### config.mk
export PLATFORM = sky130hd
export DESIGN_NAME = pmb_bank
export DESIGN_NICKNAME = d
export VERILOG_FILES = /design/src/verilog/pmb_pkg.sv /design/src/verilog/pmb_op_if.sv /design/src/verilog/pmb_check.sv /design/src/verilog/pmb_opstate.sv /design/src/verilog/pmb_bank.sv
export SDC_FILE = /design/constraint.sdc
export NUM_CORES = 1
export LEC_CHECK = 0
export BUFFER_PORTS_ARGS = -buffer_cell sky130_fd_sc_hd__buf_2
export CAP_MARGIN = 10
export CORE_MARGIN = 2
export CORE_UTILIZATION = 45
export DETAILED_ROUTE_END_ITERATION = 10
export HOLD_SLACK_MARGIN = 0.08
export PLACE_DENSITY_LB_ADDON = 0.3
export SLEW_MARGIN = 20
export SYNTH_ARGS = -nofsm -noshare
export SYNTH_HDL_FRONTEND = slang
export SYNTH_SLANG_ARGS = --single-unit
### constraint.sdc
create_clock -name clk -period 9.4 [get_ports clk]
set_input_delay 1.88 -clock clk [delete_from_list [all_inputs] [get_ports clk]]
set_output_delay 1.88 -clock clk [all_outputs]
set_load 0.005 [all_outputs]
### src/verilog/pmb_pkg.sv
// shared constants and types of the phy management parameter bank
package pmb_pkg;

  // ----------------------------------------------------------------
  // register byte offsets
  // ----------------------------------------------------------------
  localparam int AW = 7;
  localparam logic [AW-1:0] OFS_KIND = 7'h00;
  localparam logic [AW-1:0] OFS_REV = 7'h04;
  localparam logic [AW-1:0] OFS_LME_OPT = 7'h08;
  localparam logic [AW-1:0] OFS_CAP_CLAUSE = 7'h0C;
  localparam logic [AW-1:0] OFS_CAP_MODES = 7'h10;
  localparam logic [AW-1:0] OFS_CAP_RATES = 7'h14;
  localparam logic [AW-1:0] OFS_CAP_SEGS = 7'h18;
  localparam logic [AW-1:0] OFS_CAP_MISC = 7'h1C;
  localparam logic [AW-1:0] OFS_CAP_TXC = 7'h20;
  localparam logic [AW-1:0] OFS_CAP_RXC = 7'h24;
  localparam logic [AW-1:0] OFS_OP_MODE = 7'h28;
  localparam logic [AW-1:0] OFS_OP_RATE = 7'h2C;
  localparam logic [AW-1:0] OFS_OP_RXSEG = 7'h30;
  localparam logic [AW-1:0] OFS_OP_TXSEG = 7'h34;
  localparam logic [AW-1:0] OFS_OP_RXC = 7'h38;
  localparam logic [AW-1:0] OFS_OP_TXC = 7'h3C;
  localparam logic [AW-1:0] OFS_OP_REP = 7'h40;
  localparam logic [AW-1:0] OFS_BT_MODE = 7'h44;
  localparam logic [AW-1:0] OFS_BT_RATE = 7'h48;
  localparam logic [AW-1:0] OFS_BT_RXSEG = 7'h4C;
  localparam logic [AW-1:0] OFS_BT_TXSEG = 7'h50;
  localparam logic [AW-1:0] OFS_BT_RXC = 7'h54;
  localparam logic [AW-1:0] OFS_BT_TXC = 7'h58;
  localparam logic [AW-1:0] OFS_BT_REP = 7'h5C;
  localparam logic [AW-1:0] OFS_CTRL = 7'h60;
  localparam logic [AW-1:0] OFS_STATUS = 7'h64;

  // ----------------------------------------------------------------
  // fields, encodings, bus answers
  // ----------------------------------------------------------------
  localparam int CTRL_INIT_BIT = 0;
  localparam int ST_RO_ERR_BIT = 0;
  localparam int ST_CONS_ERR_BIT = 1;
  localparam logic [1:0] MODE_ORIG = 2'h1;
  localparam logic [1:0] MODE_REP = 2'h2;
  localparam logic [1:0] MODE_BOTH = 2'h3;
  localparam logic [1:0] SEG_CAP_TX = 2'h1;
  localparam logic [1:0] SEG_CAP_RX = 2'h2;
  localparam logic [1:0] RESP_OKAY = 2'h0;
  localparam logic [1:0] RESP_SLVERR = 2'h2;
  localparam logic [1:0] RESP_DECERR = 2'h3;
  localparam logic [31:0] LME_OPT_NONE = 32'h0;

  // ----------------------------------------------------------------
  // identity and capabilities of this build
  // ----------------------------------------------------------------
  // identity values are arbitrary
  localparam logic [31:0] ENTITY_KIND_ID = 32'h0000_0001;
  localparam logic [31:0] SPEC_REVISION_ID = 32'h0000_0001;
  localparam logic [31:0] CONFORMED_CLAUSE_ID = 32'h0000_0001;
  localparam logic [1:0] CAP_MODES = MODE_BOTH;
  // four rate codes, preferred first, zero marks an empty slot
  localparam logic [31:0] CAP_RATES = 32'h0000_0A05;
  localparam logic [7:0] TRUNK_IDENT = 8'h01;
  localparam logic [7:0] COPY_IDENT = 8'h02;
  localparam logic [1:0] TRUNK_CAP = 2'h3;
  localparam logic [1:0] COPY_CAP = 2'h3;
  localparam logic CAP_TX_LEVEL_ADJ = 1'b0;
  localparam logic CAP_RX_LEVEL_MEAS = 1'b1;
  // empty set means the carrier frequencies are unknown
  localparam logic [15:0] CAP_TX_CARRIERS = 16'h0000;
  localparam logic [15:0] CAP_RX_CARRIERS = 16'h0000;

  // ----------------------------------------------------------------
  // reset values of boot and operational parameters
  // ----------------------------------------------------------------
  localparam logic [1:0] RST_MODE = MODE_ORIG;
  localparam logic [7:0] RST_RATE = 8'h05;
  localparam logic [1:0] RST_SEGS = 2'h3;
  localparam logic [3:0] RST_CARRIER = 4'h0;
  localparam logic RST_REP_EN = 1'b0;

  typedef enum logic [4:0] {
    GRP_NONE = 5'b00000,
    GRP_ID = 5'b00001,
    GRP_CAP = 5'b00010,
    GRP_OPER = 5'b00100,
    GRP_BOOT = 5'b01000,
    GRP_CTRL = 5'b10000
  } pmb_grp_t;

endpackage : pmb_pkg

### src/verilog/pmb_op_if.sv
// boot values, load strobe and operational values between bank and state
`timescale 1ns/1ps
`default_nettype none
interface pmb_op_if;
  logic [1:0] boot_mode;
  logic [7:0] boot_rate;
  logic [1:0] boot_rx_seg;
  logic [1:0] boot_tx_seg;
  logic [3:0] boot_rx_car;
  logic [3:0] boot_tx_car;
  logic boot_rep_en;
  logic load;
  logic [1:0] op_mode;
  logic [7:0] op_rate;
  logic [1:0] op_rx_seg;
  logic [1:0] op_tx_seg;
  logic [3:0] op_rx_car;
  logic [3:0] op_tx_car;
  logic op_rep_en;
  modport bank (output boot_mode, boot_rate, boot_rx_seg, boot_tx_seg,
    boot_rx_car, boot_tx_car, boot_rep_en, load,
    input op_mode, op_rate, op_rx_seg, op_tx_seg, op_rx_car, op_tx_car,
    op_rep_en);
  modport state (input boot_mode, boot_rate, boot_rx_seg, boot_tx_seg,
    boot_rx_car, boot_tx_car, boot_rep_en, load,
    output op_mode, op_rate, op_rx_seg, op_tx_seg, op_rx_car, op_tx_car,
    op_rep_en);
endinterface : pmb_op_if
`default_nettype wire

### src/verilog/pmb_check.sv
// consistency check of a candidate boot value against the capabilities
`timescale 1ns/1ps
`default_nettype none
module pmb_check (
  input wire logic [pmb_pkg::AW-1:0] addr,
  input wire logic [31:0] value,
  output logic ok
);
  import pmb_pkg::*;

  logic [3:0] rate_hit;
  logic [1:0] seg_rx_cap;
  logic [1:0] seg_tx_cap;

  // rate must be listed
  for (genvar i = 0; i < 4; i++) begin : g_rate
    assign rate_hit[i] = (value[7:0] != 8'h00) &&
      (value[7:0] == CAP_RATES[8*i +: 8]);
  end

  assign seg_rx_cap = {COPY_CAP[1], TRUNK_CAP[1]};
  assign seg_tx_cap = {COPY_CAP[0], TRUNK_CAP[0]};

  // values inside capabilities
  always_comb begin
    ok = 1'b1;
    case (addr)
      OFS_BT_MODE: ok = (value[31:2] == 30'h0) &&
        ((value[1:0] == MODE_ORIG) || (value[1:0] == MODE_REP)) &&
        ((value[1:0] & CAP_MODES) == value[1:0]);
      OFS_BT_RATE: ok = (value[31:8] == 24'h0) && (|rate_hit);
      OFS_BT_RXSEG: ok = (value[31:2] == 30'h0) &&
        ((value[1:0] & ~seg_rx_cap) == 2'h0);
      OFS_BT_TXSEG: ok = (value[31:2] == 30'h0) &&
        ((value[1:0] & ~seg_tx_cap) == 2'h0);
      // empty carrier set accepts any index
      OFS_BT_RXC: ok = (value[31:4] == 28'h0) &&
        ((CAP_RX_CARRIERS == 16'h0) || CAP_RX_CARRIERS[value[3:0]]);
      OFS_BT_TXC: ok = (value[31:4] == 28'h0) &&
        ((CAP_TX_CARRIERS == 16'h0) || CAP_TX_CARRIERS[value[3:0]]);
      OFS_BT_REP: ok = (value[31:1] == 31'h0) &&
        (!value[0] || CAP_RX_LEVEL_MEAS);
      default: ok = 1'b1;
    endcase
  end
endmodule : pmb_check
`default_nettype wire

### src/verilog/pmb_opstate.sv
// operational state parameters, loaded from the boot values
`timescale 1ns/1ps
`default_nettype none
module pmb_opstate (
  input wire logic clk,
  input wire logic rst_n,
  input wire logic ce,
  pmb_op_if.state opi
);
  import pmb_pkg::*;

  // all loaded in one step
  always_ff @(posedge clk or negedge rst_n) begin
    if (!rst_n) begin
      opi.op_mode <= RST_MODE;
      opi.op_rate <= RST_RATE;
      opi.op_rx_seg <= RST_SEGS;
      opi.op_tx_seg <= RST_SEGS;
      opi.op_rx_car <= RST_CARRIER;
      opi.op_tx_car <= RST_CARRIER;
      opi.op_rep_en <= RST_REP_EN;
    end else if (ce && opi.load) begin
      opi.op_mode <= opi.boot_mode;
      opi.op_rate <= opi.boot_rate;
      opi.op_rx_seg <= opi.boot_rx_seg;
      opi.op_tx_seg <= opi.boot_tx_seg;
      opi.op_rx_car <= opi.boot_rx_car;
      opi.op_tx_car <= opi.boot_tx_car;
      opi.op_rep_en <= opi.boot_rep_en;
    end
  end
endmodule : pmb_opstate
`default_nettype wire

### src/verilog/pmb_bank.sv
// management parameter bank of the phy entity, avalon-mm slave
//
// Function
// option identification reads as none.
// capability parameters are read-only; writes refused.
// operational state is read-only from management.
// boot parameters are readable and writable, one per operational value.
// initialization copies every boot value into operational state at once.
// boot and operational values stay inside advertised capabilities.
// unknown carrier frequencies give an empty carrier set.
// access level is decided per group only.
// any subset of a group's parameters is serviced per request; the bank services one parameter word per access.
// transmit-enabled segments are independent of actual transmission.
// report-enable gates the off-normal received power peer report.
// segment list gives trunk then redundant copy, each with capability.
// supported modes encode originating, repeating, or both.
// repeating mode blocks transmit onto the selected source segment.
// writes to read-only parameters change nothing and answer error.
//
// Added by the designer: the Avalon-MM slave port and the address map.
`timescale 1ns/1ps
`default_nettype none
module pmb_bank (
  input wire logic clk,
  input wire logic rst_n,
  input wire logic ce,
  input wire logic [pmb_pkg::AW-1:0] avs_address,
  input wire logic avs_read,
  input wire logic avs_write,
  input wire logic [31:0] avs_writedata,
  input wire logic [3:0] avs_byteenable,
  output logic [31:0] avs_readdata,
  output logic [1:0] avs_response,
  output logic avs_waitrequest,
  input wire logic init_req,
  input wire logic [1:0] rx_source_seg,
  input wire logic rx_off_normal,
  output logic [1:0] cur_mode,
  output logic [7:0] cur_rate,
  output logic [1:0] cur_rx_seg,
  output logic [1:0] cur_tx_seg_drive,
  output logic [3:0] cur_rx_carrier,
  output logic [3:0] cur_tx_carrier,
  output logic peer_report
);
  import pmb_pkg::*;

  // ----------------------------------------------------------------
  // declarations
  // ----------------------------------------------------------------
  pmb_op_if opi();

  logic waitrequest_r;
  logic [31:0] readdata_r;
  logic [1:0] response_r;
  logic load_r;
  logic ro_err_r;
  logic cons_err_r;
  logic [1:0] tx_drive_r;
  logic peer_report_r;
  logic [1:0] boot_mode_r;
  logic [7:0] boot_rate_r;
  logic [1:0] boot_rx_seg_r;
  logic [1:0] boot_tx_seg_r;
  logic [3:0] boot_rx_car_r;
  logic [3:0] boot_tx_car_r;
  logic boot_rep_en_r;

  logic take;
  logic take_wr;
  logic take_rd;
  pmb_grp_t grp;
  logic [31:0] rd_val;
  logic [31:0] wmask;
  logic [31:0] merged;
  logic cand_ok;
  logic wr_boot;
  logic wr_ctrl;
  logic wr_ro;
  logic wr_refused;
  logic [1:0] src_block;

  // ----------------------------------------------------------------
  // group decode
  // ----------------------------------------------------------------
  // one access level per group
  function automatic pmb_grp_t grp_of(input logic [AW-1:0] a);
    pmb_grp_t g;
    g = GRP_NONE;
    if (a[1:0] != 2'h0) begin
      g = GRP_NONE;
    end else if (a <= OFS_LME_OPT) begin
      g = GRP_ID;
    end else if (a <= OFS_CAP_RXC) begin
      g = GRP_CAP;
    end else if (a <= OFS_OP_REP) begin
      g = GRP_OPER;
    end else if (a <= OFS_BT_REP) begin
      g = GRP_BOOT;
    end else if (a <= OFS_STATUS) begin
      g = GRP_CTRL;
    end
    return g;
  endfunction : grp_of

  assign grp = grp_of(avs_address);

  // one wait cycle, then the answer for exactly one cycle
  assign take = (avs_read || avs_write) && waitrequest_r;
  assign take_wr = take && avs_write;
  assign take_rd = take && avs_read && !avs_write;

  // ----------------------------------------------------------------
  // read view
  // ----------------------------------------------------------------
  always_comb begin
    rd_val = 32'h0;
    case (avs_address)
      OFS_KIND: rd_val = ENTITY_KIND_ID;
      OFS_REV: rd_val = SPEC_REVISION_ID;
      // option id is none
      OFS_LME_OPT: rd_val = LME_OPT_NONE;
      OFS_CAP_CLAUSE: rd_val = CONFORMED_CLAUSE_ID;
      // orig, rep or both
      OFS_CAP_MODES: rd_val = {30'h0, CAP_MODES};
      OFS_CAP_RATES: rd_val = CAP_RATES;
      // trunk first, copy second
      OFS_CAP_SEGS: rd_val = {12'h0, COPY_CAP, TRUNK_CAP,
        COPY_IDENT, TRUNK_IDENT};
      OFS_CAP_MISC: rd_val = {30'h0, CAP_RX_LEVEL_MEAS, CAP_TX_LEVEL_ADJ};
      // empty set when unknown
      OFS_CAP_TXC: rd_val = {16'h0, CAP_TX_CARRIERS};
      OFS_CAP_RXC: rd_val = {16'h0, CAP_RX_CARRIERS};
      OFS_OP_MODE: rd_val = {30'h0, opi.op_mode};
      OFS_OP_RATE: rd_val = {24'h0, opi.op_rate};
      OFS_OP_RXSEG: rd_val = {30'h0, opi.op_rx_seg};
      // enabled set, not activity
      OFS_OP_TXSEG: rd_val = {30'h0, opi.op_tx_seg};
      OFS_OP_RXC: rd_val = {28'h0, opi.op_rx_car};
      OFS_OP_TXC: rd_val = {28'h0, opi.op_tx_car};
      OFS_OP_REP: rd_val = {31'h0, opi.op_rep_en};
      OFS_BT_MODE: rd_val = {30'h0, boot_mode_r};
      OFS_BT_RATE: rd_val = {24'h0, boot_rate_r};
      OFS_BT_RXSEG: rd_val = {30'h0, boot_rx_seg_r};
      OFS_BT_TXSEG: rd_val = {30'h0, boot_tx_seg_r};
      OFS_BT_RXC: rd_val = {28'h0, boot_rx_car_r};
      OFS_BT_TXC: rd_val = {28'h0, boot_tx_car_r};
      OFS_BT_REP: rd_val = {31'h0, boot_rep_en_r};
      OFS_CTRL: rd_val = 32'h0;
      OFS_STATUS: rd_val = {30'h0, cons_err_r, ro_err_r};
      default: rd_val = 32'h0;
    endcase
  end

  // ----------------------------------------------------------------
  // write path
  // ----------------------------------------------------------------
  // byte lanes not enabled keep their stored bits
  assign wmask = {{8{avs_byteenable[3]}}, {8{avs_byteenable[2]}},
    {8{avs_byteenable[1]}}, {8{avs_byteenable[0]}}};
  assign merged = (rd_val & ~wmask) | (avs_writedata & wmask);

  pmb_check u_check (
    .addr(avs_address),
    .value(merged),
    .ok(cand_ok)
  );

  // capability writes refused
  // no write path to state
  // read-only target answers error
  assign wr_ro = take_wr &&
    ((grp == GRP_ID) || (grp == GRP_CAP) || (grp == GRP_OPER));
  // inconsistent boot value refused
  assign wr_refused = take_wr && (grp == GRP_BOOT) && !cand_ok;
  assign wr_boot = take_wr && (grp == GRP_BOOT) && cand_ok;
  assign wr_ctrl = take_wr && (grp == GRP_CTRL);

  // ----------------------------------------------------------------
  // bus answer
  // ----------------------------------------------------------------
  always_ff @(posedge clk or negedge rst_n) begin
    if (!rst_n) begin
      waitrequest_r <= 1'b1;
    end else if (ce) begin
      waitrequest_r <= !take;
    end
  end

  always_ff @(posedge clk or negedge rst_n) begin
    if (!rst_n) begin
      readdata_r <= 32'h0;
      response_r <= RESP_OKAY;
    end else if (ce && take) begin
      readdata_r <= take_rd ? rd_val : 32'h0;
      if (grp == GRP_NONE) begin
        response_r <= RESP_DECERR;
      end else if (wr_ro || wr_refused) begin
        response_r <= RESP_SLVERR;
      end else begin
        response_r <= RESP_OKAY;
      end
    end
  end

  // ----------------------------------------------------------------
  // boot parameters
  // ----------------------------------------------------------------
  // boot values read-write
  // each word serviced on its own
  always_ff @(posedge clk or negedge rst_n) begin
    if (!rst_n) begin
      boot_mode_r <= RST_MODE;
      boot_rate_r <= RST_RATE;
      boot_rx_seg_r <= RST_SEGS;
      boot_tx_seg_r <= RST_SEGS;
      boot_rx_car_r <= RST_CARRIER;
      boot_tx_car_r <= RST_CARRIER;
      boot_rep_en_r <= RST_REP_EN;
    end else if (ce && wr_boot) begin
      case (avs_address)
        OFS_BT_MODE: boot_mode_r <= merged[1:0];
        OFS_BT_RATE: boot_rate_r <= merged[7:0];
        OFS_BT_RXSEG: boot_rx_seg_r <= merged[1:0];
        OFS_BT_TXSEG: boot_tx_seg_r <= merged[1:0];
        OFS_BT_RXC: boot_rx_car_r <= merged[3:0];
        OFS_BT_TXC: boot_tx_car_r <= merged[3:0];
        OFS_BT_REP: boot_rep_en_r <= merged[0];
        default: boot_rep_en_r <= boot_rep_en_r;
      endcase
    end
  end

  assign opi.boot_mode = boot_mode_r;
  assign opi.boot_rate = boot_rate_r;
  assign opi.boot_rx_seg = boot_rx_seg_r;
  assign opi.boot_tx_seg = boot_tx_seg_r;
  assign opi.boot_rx_car = boot_rx_car_r;
  assign opi.boot_tx_car = boot_tx_car_r;
  assign opi.boot_rep_en = boot_rep_en_r;
  assign opi.load = load_r;

  // ----------------------------------------------------------------
  // initialization and status
  // ----------------------------------------------------------------
  // one-cycle load strobe
  always_ff @(posedge clk or negedge rst_n) begin
    if (!rst_n) begin
      load_r <= 1'b0;
    end else if (ce) begin
      load_r <= init_req || (wr_ctrl && (avs_address == OFS_CTRL) &&
        avs_byteenable[0] && avs_writedata[CTRL_INIT_BIT]);
    end
  end

  // sticky flags, write one to clear; a new error wins over the clear
  always_ff @(posedge clk or negedge rst_n) begin
    if (!rst_n) begin
      ro_err_r <= 1'b0;
      cons_err_r <= 1'b0;
    end else if (ce) begin
      if (wr_ro) begin
        ro_err_r <= 1'b1;
      end else if (wr_ctrl && (avs_address == OFS_STATUS) &&
          avs_byteenable[0] && avs_writedata[ST_RO_ERR_BIT]) begin
        ro_err_r <= 1'b0;
      end
      if (wr_refused) begin
        cons_err_r <= 1'b1;
      end else if (wr_ctrl && (avs_address == OFS_STATUS) &&
          avs_byteenable[0] && avs_writedata[ST_CONS_ERR_BIT]) begin
        cons_err_r <= 1'b0;
      end
    end
  end

  pmb_opstate u_opstate (
    .clk(clk),
    .rst_n(rst_n),
    .ce(ce),
    .opi(opi)
  );

  // ----------------------------------------------------------------
  // link-side effects of the operational state
  // ----------------------------------------------------------------
  // source segment not driven
  assign src_block = (opi.op_mode == MODE_REP) ? rx_source_seg : 2'h0;

  always_ff @(posedge clk or negedge rst_n) begin
    if (!rst_n) begin
      tx_drive_r <= 2'h0;
    end else if (ce) begin
      tx_drive_r <= opi.op_tx_seg & ~src_block;
    end
  end

  // report gated by enable
  always_ff @(posedge clk or negedge rst_n) begin
    if (!rst_n) begin
      peer_report_r <= 1'b0;
    end else if (ce) begin
      peer_report_r <= rx_off_normal && opi.op_rep_en && CAP_RX_LEVEL_MEAS;
    end
  end

  // ----------------------------------------------------------------
  // outputs
  // ----------------------------------------------------------------
  assign avs_waitrequest = waitrequest_r;
  assign avs_readdata = readdata_r;
  assign avs_response = response_r;
  assign cur_mode = opi.op_mode;
  assign cur_rate = opi.op_rate;
  assign cur_rx_seg = opi.op_rx_seg;
  assign cur_tx_seg_drive = tx_drive_r;
  assign cur_rx_carrier = opi.op_rx_car;
  assign cur_tx_carrier = opi.op_tx_car;
  assign peer_report = peer_report_r;

endmodule : pmb_bank
`default_nettype wire

[After elaboration in Yosys (flattened, before gate mapping)]
Cells that the tools add are included.
Storage, ports and cells
  output and inout bits: 58
  bits of input ports: 52
  bits in latches: 0
  flip-flop bits (word level): 87
  memory bits (read-only): 0
  RAM bits: 0
  memories kept: 0
Cells by class
  muxes and demuxes: 16
  reductions and logical operators: 58
  shift operators: 0
  order comparisons: 5
  bitwise logic cells: 6
  divide/modulo/power cells: 0
  equal/unequal tests: 32
  multiply operators: 0
  add/subtract/negate cells: 0
Operator list (count)
  $pmux W20 S20: 1
  $eq A7 B7 Y1 const B: 10
  $and A32 B32 Y32: 2
  $eq A7 B6 Y1 const B: 6
  $mux W32: 1
  $not A32 Y32: 1
  $or A32 B32 Y32: 1
  $logic_not A31 Y1: 1
  $logic_not A30 Y1: 1
  $mux W5: 6
  $eq A7 B5 Y1 const B: 4
  $logic_not A28 Y1: 1
  $logic_and A1 B1 Y1: 25
  $logic_not A24 Y1: 1
  $le A7 B7 Y1 const B: 3
  $reduce_and A2 Y1: 9
  $eq A8 B3 Y1 const B: 1
  $eq A8 B4 Y1 const B: 1
  $logic_not A8 Y1: 1
  $reduce_bool A8 Y1: 1
  $eq A7 B3 Y1 const B: 1
  $eq A7 B4 Y1 const B: 1
  $le A7 B4 Y1 const B: 1
  $le A7 B6 Y1 const B: 1
  other kinds (19): 36

[Depth between registers and ports, before layout]
Gate-level depths: netlist of the first run.
  word-level depth: 15
  depth in mapped cells: 16
  mapped depth without buffers: 14

[By module]
Synthesis of the first run repeated with hierarchy kept, for this count alone.
Unflattened totals
  cells, all modules: 420
  area, all modules: 4170.2 um2
By module, submodules not included
  pmb_bank: instances 1, area each 3027.9 um2, cells an instance 343
  pmb_opstate: instances 1, area each 947.2 um2, cells an instance 49
  pmb_check: instances 1, area each 195.2 um2, cells an instance 28

[Worst setup path before layout of the first run]
Ideal clock, no wire load.
  path kind: input to register
  start: input port avs_address[0] in the netlist's numbering
  end: register boot_mode_r[1]
  data required time: 9.275 ns
  slack: 4.450 ns
  stages: 15
  setup time: 0.125 ns
  buffers on the path: 1
  arrival time: 4.825 ns
  cells stage by stage: nor2_1 -> clkbuf_1 -> and3_1 -> a32oi_1 -> or3_1 -> nand4b_1 -> mux2_2 -> inv_1 -> ha_1 -> o21ai_0 -> nor2_1 -> a21oi_1 -> a211o_1 -> a2111oi_2 -> mux2_2
Between the ends
  longest elaborated chain between the ends: 13
RTL lines
  start, declared: line pmb_bank.sv:27  | input wire logic [pmb_pkg::AW-1:0] avs_address,
  $eq A7 B4 Y1 (tied with other cells): line pmb_bank.sv:118  | case (avs_address)
  $reduce_or A3 Y1 (no line)
  $pmux W20 S20 *: line pmb_bank.sv:118
  $and A32 B32 Y32 *: line pmb_bank.sv:161  | assign merged = (rd_val & ~wmask) | (avs_writedata & wmask);
  $or A32 B32 Y32 *: line pmb_bank.sv:161
  named net merged[0]: line pmb_bank.sv:75  | logic [31:0] merged;
  $eq A8 B3 Y1 (tied with other cells): line pmb_check.sv:18  | (value[7:0] == CAP_RATES[8*i +: 8]);
  $logic_and A1 B1 Y1: line pmb_check.sv:17  | assign rate_hit[i] = (value[7:0] != 8'h00) &&
  $reduce_or A3 Y1: line pmb_check.sv:31  | OFS_BT_RATE: ok = (value[31:8] == 24'h0) && (|rate_hit);
  $logic_and A1 B1 Y1: line pmb_check.sv:31
  $pmux W1 S5 *: line pmb_check.sv:27  | case (addr)
  $logic_and A1 B1 Y1 *: line pmb_bank.sv:176  | assign wr_boot = take_wr && (grp == GRP_BOOT) && cand_ok;
  $logic_and A1 B1 Y1 *: line pmb_bank.sv:220  | end else if (ce && wr_boot) begin
  $reduce_and A2 Y1 (no line) *
  end signal, assigned: line pmb_bank.sv:222  | OFS_BT_MODE: boot_mode_r <= merged[1:0];
  end, declared: line pmb_bank.sv:61  | logic [1:0] boot_mode_r;
Mark *: on every way through the listed nets, which the timed path passes. The rest lies on a longest branch.
A chain may end at the register's enable or synchronous reset.

[Final worst setup path of the first run]
Ends and elaborated chain as after synthesis.

==> flow_summary.json, run 1 <==
{
  "syn2layout_area_growth_pct": 16.3,
  "cts_resized": 0,
  "ant_nets": 0,
  "cts_setup_buffers": 0,
  "die_height_um": 95.7,
  "cts_made_buffers": 9,
  "via_per_inst": 5.70,
  "finalSetupTns_ns": 0,
  "die_area_sq_mm": 0.00917,
  "end_kind": "flip-flop",
  "layout-drive-gt1-share": 0.399,
  "h-tree-depth": 3,
  "mostFrequentLayoutCells": "91 x buf_2, 51 x dfrtp_1, 46 x mux2_2",
  "yosysTopAreaCell": "dfrtp_1",
  "ir_worst_vdd_v": 0.0000838,
  "reg2reg_slack_ns": 5.87,
  "timing.final.crit_share": 0.570,
  "route.vias.total": 3138,
  "setup_viol": 0,
  "drc": 0,
  "fillers": 747,
  "fp-row-count": 33,
  "final_area_sq_mm": 0.00440,
  "synthFlopType": "dfrtp_1",
  "maxCapViolations": 0,
  "cts_hold_buf": 0,
  "path_class": "input pin to flip-flop",
  "synth_seq_area_share": 0.441,
  "wl_met3_um": 854,
  "status": "complete, no violations",
  "ctsLongestPathBuffers": 2,
  "skew_ns": 0.00826,
  "yosys_warnings": 0,
  "numClockSinks": 66,
  "dieWidth_um": 95.7,
  "ys_ff_latch": 66,
  "cp.arrival_ns": 5.59,
  "grt_usage": 0.229,
  "layout_min_cycle_time_ns": 5.36,
  "cp-start-kind": "input pin",
  "grt_pass1_wl_um": 15500,
  "first_pass_iters": 4,
  "routed-wl-met2_um": 4790,
  "gp_congestion": 0.912,
  "worstSkewPairLatency_ns": 0.35,
  "place_area_sq_mm": 0.00418,
  "relSlewSlack": 0.346,
  "drt-total-wl_um": 10200,
  "root_buffer": "clkbuf_8",
  "routedWlPerCell_um": 18.5,
  "pin_count": 110,
  "fmax_mhz": 187,
  "grt_max_degree": 67,
  "yosys.area.top_type_share": 0.337,
  "crit_required_ns": 9.64,
  "synth.distinct_cells": 61,
  "hold_viol": 0,
  "synth_area_sq_mm": 0.00379,
  "tightest_slew_ns": 0.977,
  "synth_area_leaders": "dfrtp_1 34%, mux2_2 14%, dfstp_2 10%",
  "hp-class": "flip-flop to flip-flop",
  "final_common_cell": "buf_2",
  "leakage_nw": 2.06,
  "grt_antenna_before_repair": 0,
  "nets": 496,
  "slew_viol_final": 0,
  "first_iter_violations": 300,
  "core_sq_mm": 0.00818,
  "drt-met1-wl_um": 4420,
  "powerDensity_mw_per_mm2": 143,
  "syn_avg_cell_area_sq_um": 10.5,
  "cp_max_fo": 11,
  "rsz0062_at_grt": "no",
  "initial_utilization": 0.463,
  "clk_pin_slew_ns": 0.07,
  "cts_tree": "done",
  "holdWs_ns": 0.477,
  "antennaDiodeCount": 0,
  "numPortBuffers": 91,
  "place_hpwl_um": 7530,
  "grt_pass1_vias": 2867,
  "gr-total-overflow": 0,
  "syn_inst": 362,
  "synthArstFlopShare": 1.00,
  "synth_edf_count": 0,
  "highest_layer": "met4"
}
[layout make-up]
type                    instances  area [sq um]  share of cell area
multi-input cells             259          1870               0.424
flip-flops and latches         66          1670               0.379
repair buffers                 92           463               0.105
clock buffers                  14           163              0.0369
well taps                     105           131              0.0298
clock inverters                 2          60.1              0.0136
inverters                      13          48.8              0.0111
[sequential cells by signal, summed over array words and instances (netlist names), 2 cells and up]
register                 flops
avs_readdata                11
avs_response                 2
boot_mode_r                  2
boot_rate_r                  8
boot_rx_car_r                4
boot_rx_seg_r                2
boot_tx_car_r                4
boot_tx_seg_r                2
cur_tx_seg_drive             2
u_opstate.opi.op_mode        2
u_opstate.opi.op_rate        8
u_opstate.opi.op_rx_car      4
u_opstate.opi.op_rx_seg      2
u_opstate.opi.op_tx_car      4
u_opstate.opi.op_tx_seg      2
[power breakdown]
group          internal (mW)  leakage (nW)  switching [mW]  total, mW
Clock                  0.164         0.111           0.105      0.270
Sequential             0.290         0.852         0.00368      0.293
Combinational         0.0238          1.10          0.0429     0.0667
Total                  0.478          2.06           0.152      0.630
[path summary, 6_finish.rpt]
check                                  from                          to  cells after the start
setup / recovery             avs_address[0]              boot_mode_r[1]                     15
hold / removal             avs_readdata[11]            avs_readdata[11]                      2
setup reg to reg             boot_mode_r[0]              boot_mode_r[1]                     14
hold reg to reg            avs_readdata[11]            avs_readdata[11]                      2
max in group asynchronous             rst_n         cur_tx_seg_drive[0]                      2
min in group asynchronous             rst_n  u_opstate.opi.op_tx_car[2]                      2
[Yosys cell counts, types with 4 or more instances]
cell,n
a211oi_1,5
a21oi_1,6
a22o_1,7
a22oi_1,4
a32oi_1,4
and4b_1,4
buf_4,24
clkbuf_1,12
dfrtp_1,51
dfstp_2,15
inv_1,13
mux2_2,46
nand2_1,28
nand3_1,12
nor2_1,11
nor2b_1,10
nor3_1,5
nor4_1,10
o21ai_0,26
o22ai_1,4
or3_1,4
[cell families (layout without fill, tap and decap cells)]
kind of cell	Yosys count	after routing	share of synthesized area
other	1	18	0.000990
adders and majority gates	3	3	0.00991
DFF	66	66	0.441
buffers and inverters	54	121	0.0836
and+or+nand+nor	111	111	0.169
muxes	48	48	0.142
AOI/OAI and AO/OA	79	79	0.154
[metrics by stage]
stage	worst slack, ns	std cells	util	power (mW)
final	4.04	551	0.539	0.630
after global routing	3.82	551	0.539	0.657
after CTS	4.07	551	0.538	0.635
after detailed placement	3.71	535	0.511	0.365
after global placement	3.74	535	0.511	0.364
after floorplan	4.45	379	-	0.341
[worst max-delay path, cell delays in order]
cell       delay (ns)
buf_2            0.11
nor2_1           0.66
and3_1           0.30
a32oi_1          0.06
or3_1            0.34
nand4b_1         0.13
mux2_2           0.29
inv_1            0.09
ha_1             0.28
o21ai_0          0.07
nor2_1           0.11
a21oi_1          0.05
a211o_1          0.37
a2111oi_2        0.47
mux2_2           0.38
[metal layers]
layer / vias to the layer above / GRT usage
met3: 12 / 0.0329
met2: 150 / 0.364
met5: - / 0
li1: 1460 / -
met4: 0 / 0.0810
met1: 1516 / 0.321
No activity file was read; power rests on OpenSTA's default activity.
==> inputs of run 2 (changes only) <==
--- a/config.mk
+++ b/config.mk
@@ -5,6 +5,7 @@
 export SDC_FILE = /design/constraint.sdc
 export NUM_CORES = 1
 export LEC_CHECK = 0
+export ABC_AREA = 1
 export BUFFER_PORTS_ARGS = -buffer_cell sky130_fd_sc_hd__buf_2
 export CAP_MARGIN = 10
 export CORE_MARGIN = 2
==> constraint.sdc (replaced) <==
create_clock -name clk -period 4.7 [get_ports clk]
set_input_delay 0.94 -clock clk [delete_from_list [all_inputs] [get_ports clk]]
set_output_delay 0.94 -clock clk [all_outputs]
set_load 0.005 [all_outputs]
==> run 2 against run 1 <==
Against the previous run: final cell count up 31%; first-iteration DRC count is 36% lower; setup slack got worse by 3.1 ns; total power is 99% higher; register-to-register slack got worse by 4.1 ns; non-clock buffer count is 1 higher; global-route usage rose by 1.2 points; sequential share of layout area is 1.8 points lower; critical path depth up 6; sequential power up 100%; synthesized area rose by 5.4%; wire length is 10% higher.
==> flow_summary.json, run 2 <==
{
  "status": "complete, no violations",
  "fillers": 852,
  "clk_pin_slew_ns": 0.07,
  "cts_resized": 0,
  "grt_util_met3": 0.0358,
  "syn_avg_cell_area_sq_um": 7.62,
  "maxCapViolations": 0,
  "cts_hold_buf": 0,
  "synth_area_sq_mm": 0.00399,
  "powerDensity_mw_per_mm2": 271,
  "r2r-end": "boot_rate_r[3]",
  "cts_tree": "done",
  "finalSetupTns_ns": 0,
  "crit_top_cell": "nand2_1",
  "regArea_sq_mm": 0.00167,
  "route.vias.total": 3775,
  "cts_setup_buffers": 0,
  "grt_max_degree": 38,
  "synth.distinct_cells": 35,
  "ant_nets": 0,
  "rr_startpoint": "boot_rate_r[0]",
  "hp-class": "flip-flop to flip-flop",
  "die_height_um": 98.2,
  "yosys.area.top_type_share": 0.320,
  "leakage_nw": 2.48,
  "end_kind": "flip-flop",
  "cp-start-kind": "input pin",
  "skew_ns": 0.0107,
  "reg2reg_slack_ns": 1.76,
  "tightest_slew_ns": 0.731,
  "mostFrequentLayoutCells": "150 x nand2_1, 91 x buf_2, 53 x nor2_1",
  "ir_worst_vdd_v": 0.000144,
  "dieWidth_um": 98.2,
  "synthFlopType": "dfrtp_1",
  "grt.met2_usage": 0.388,
  "setup_ws_ns": 0.929,
  "syn_inst": 524,
  "ys_ff_latch": 66,
  "core_sq_mm": 0.00868,
  "timing.final.crit_share": 0.802,
  "multiInputGateArea_sq_mm": 0.00197,
  "layout-drive-gt1-share": 0.276,
  "slew_viol_final": 0,
  "crit_required_ns": 4.94,
  "synth_most_common_cell": "nand2_1",
  "gr-total-overflow": 0,
  "relSlewSlack": 0.512,
  "h-tree-depth": 3,
  "synth_seq_area_share": 0.418,
  "setup_viol": 0,
  "hold_viol": 0,
  "setup.worst_path.end": "boot_rate_r[3]",
  "fmax_mhz": 265,
  "grt_use_met1": 0.332,
  "antennaDiodeCount": 0,
  "numClockSinks": 66,
  "final_common_cell": "nand2_1",
  "worstSkewPairLatency_ns": 0.36,
  "yosysTopAreaCell": "dfrtp_1",
  "path_class": "input pin to flip-flop",
  "die_area_sq_mm": 0.00964,
  "pre_cts_ws_ns": 0.588,
  "cts_made_buffers": 9,
  "numPortBuffers": 91,
  "largest_register_ffs": 11,
  "ctsLongestPathBuffers": 2,
  "crit_path_top_delay_cell": "o21ai_2",
  "first_iter_violations": 191,
  "synth_edf_count": 0,
  "first_pass_iters": 5,
  "routedWlPerCell_um": 15.5,
  "cp_max_fo": 26,
  "synth_common_cells": "151 x nand2_1, 53 x nor2_1, 51 x dfrtp_1",
  "crit_start": "avs_address[0]",
  "fin_util": 0.533,
  "initial_utilization": 0.460,
  "cp.arrival_ns": 4.01,
  "nets": 665,
  "power_mw": 1.25,
  "rsz0062_at_grt": "no",
  "grt_usage": 0.241,
  "yosys_warnings": 0,
  "crit_chain": "buf_2, nor2_4, nand3_1, nor2_2, inv_1, o22ai_1, nor2_1, nand3_1, nor2_1, o21ai_2, inv_1, ha_1, nand2_1, nand2_1, nand4_1, nand2_1, nand2_2, nand3_4, nand3_2, nand2_1, nand2_1",
  "synth_area_leaders": "dfrtp_1 32%, nand2_1 14%, dfstp_2 9.9%",
  "drc": 0,
  "grt_pass1_wl_um": 18600,
  "drt-total-wl_um": 11200,
  "pin_count": 110,
  "via_per_inst": 5.22,
  "place_hpwl_um": 8580,
  "layout_min_cycle_time_ns": 3.77,
  "fp-row-count": 34,
  "busiest_layer": "met2",
  "synthArstFlopShare": 1.00,
  "root_buffer": "clkbuf_8",
  "grt_antenna_before_repair": 0,
  "gp_congestion": 1.04,
  "syn2layout_area_growth_pct": 15.8,
  "cpPeakStageDelay_ns": 0.38,
  "reg2reg_depth": 17,
  "grt_pass1_vias": 3727
}
run 2: kinds of logic after synthesis:
kind of cell | count (synthesis) | synth area share
buf+inv | 82 | 0.105
simple gates | 307 | 0.354
other cells | 1 | 0.000939
compound gates | 54 | 0.0805
fa+ha+maj | 3 | 0.00940
mux | 11 | 0.0310
flops | 66 | 0.418
run 2: worst min-delay path by stage:
stage	startpoint	end	slack (ns)	depth (start not counted)
final	boot_rx_seg_r[0]	boot_rx_seg_r[0]	0.48	2
after global routing	boot_rx_seg_r[0]	boot_rx_seg_r[0]	0.50	2
after CTS	boot_rx_seg_r[0]	boot_rx_seg_r[0]	0.48	2
after detailed placement	boot_rate_r[5]	boot_rate_r[5]	0.46	2
after global placement	boot_rate_r[0]	boot_rate_r[0]	0.46	2
after floorplan	boot_rate_r[5]	boot_rate_r[5]	0.44	2
run 2: cell type report:
type | instances | share of cell area
Multi-Input combinational cell | 393 | 0.426
Inverter | 47 | 0.0382
Tap cell | 108 | 0.0292
Clock buffer | 10 | 0.0298
Sequential cell | 66 | 0.361
Clock inverter | 6 | 0.0138
Timing Repair Buffer | 93 | 0.102
run 2: power by group:
part	leakage [nW]	switching [mW]	internal, mW	total (mW)
Clock	0.0987	0.240	0.259	0.500
Sequential	0.847	0.0102	0.587	0.597
Combinational	1.53	0.104	0.0518	0.156
Total	2.48	0.355	0.898	1.25
run 2: worst max-delay path, delay by kind of cell:
kind	cells	cell delay, ns
buf+inv	3	0.36
compound gates	2	0.56
fa+ha+maj	1	0.31
simple gates	15	1.84
run 2: per-layer routing:
metal  up-vias  routed length (um)
met3        27                 557
met4         0                 283
met1      1777                5190
met5         -                   0
met2       117                5170
li1       1854                   -
run 2: per-stage QoR:
stage | instance area, sq um | hold slack (ns) | instances
after floorplan | 4060 | 0.436 | 541
after global placement | 4420 | 0.456 | 707
after detailed placement | 4420 | 0.457 | 707
after CTS | 4620 | 0.476 | 723
after global routing | 4620 | 0.500 | 723
final | 4620 | 0.475 | 723
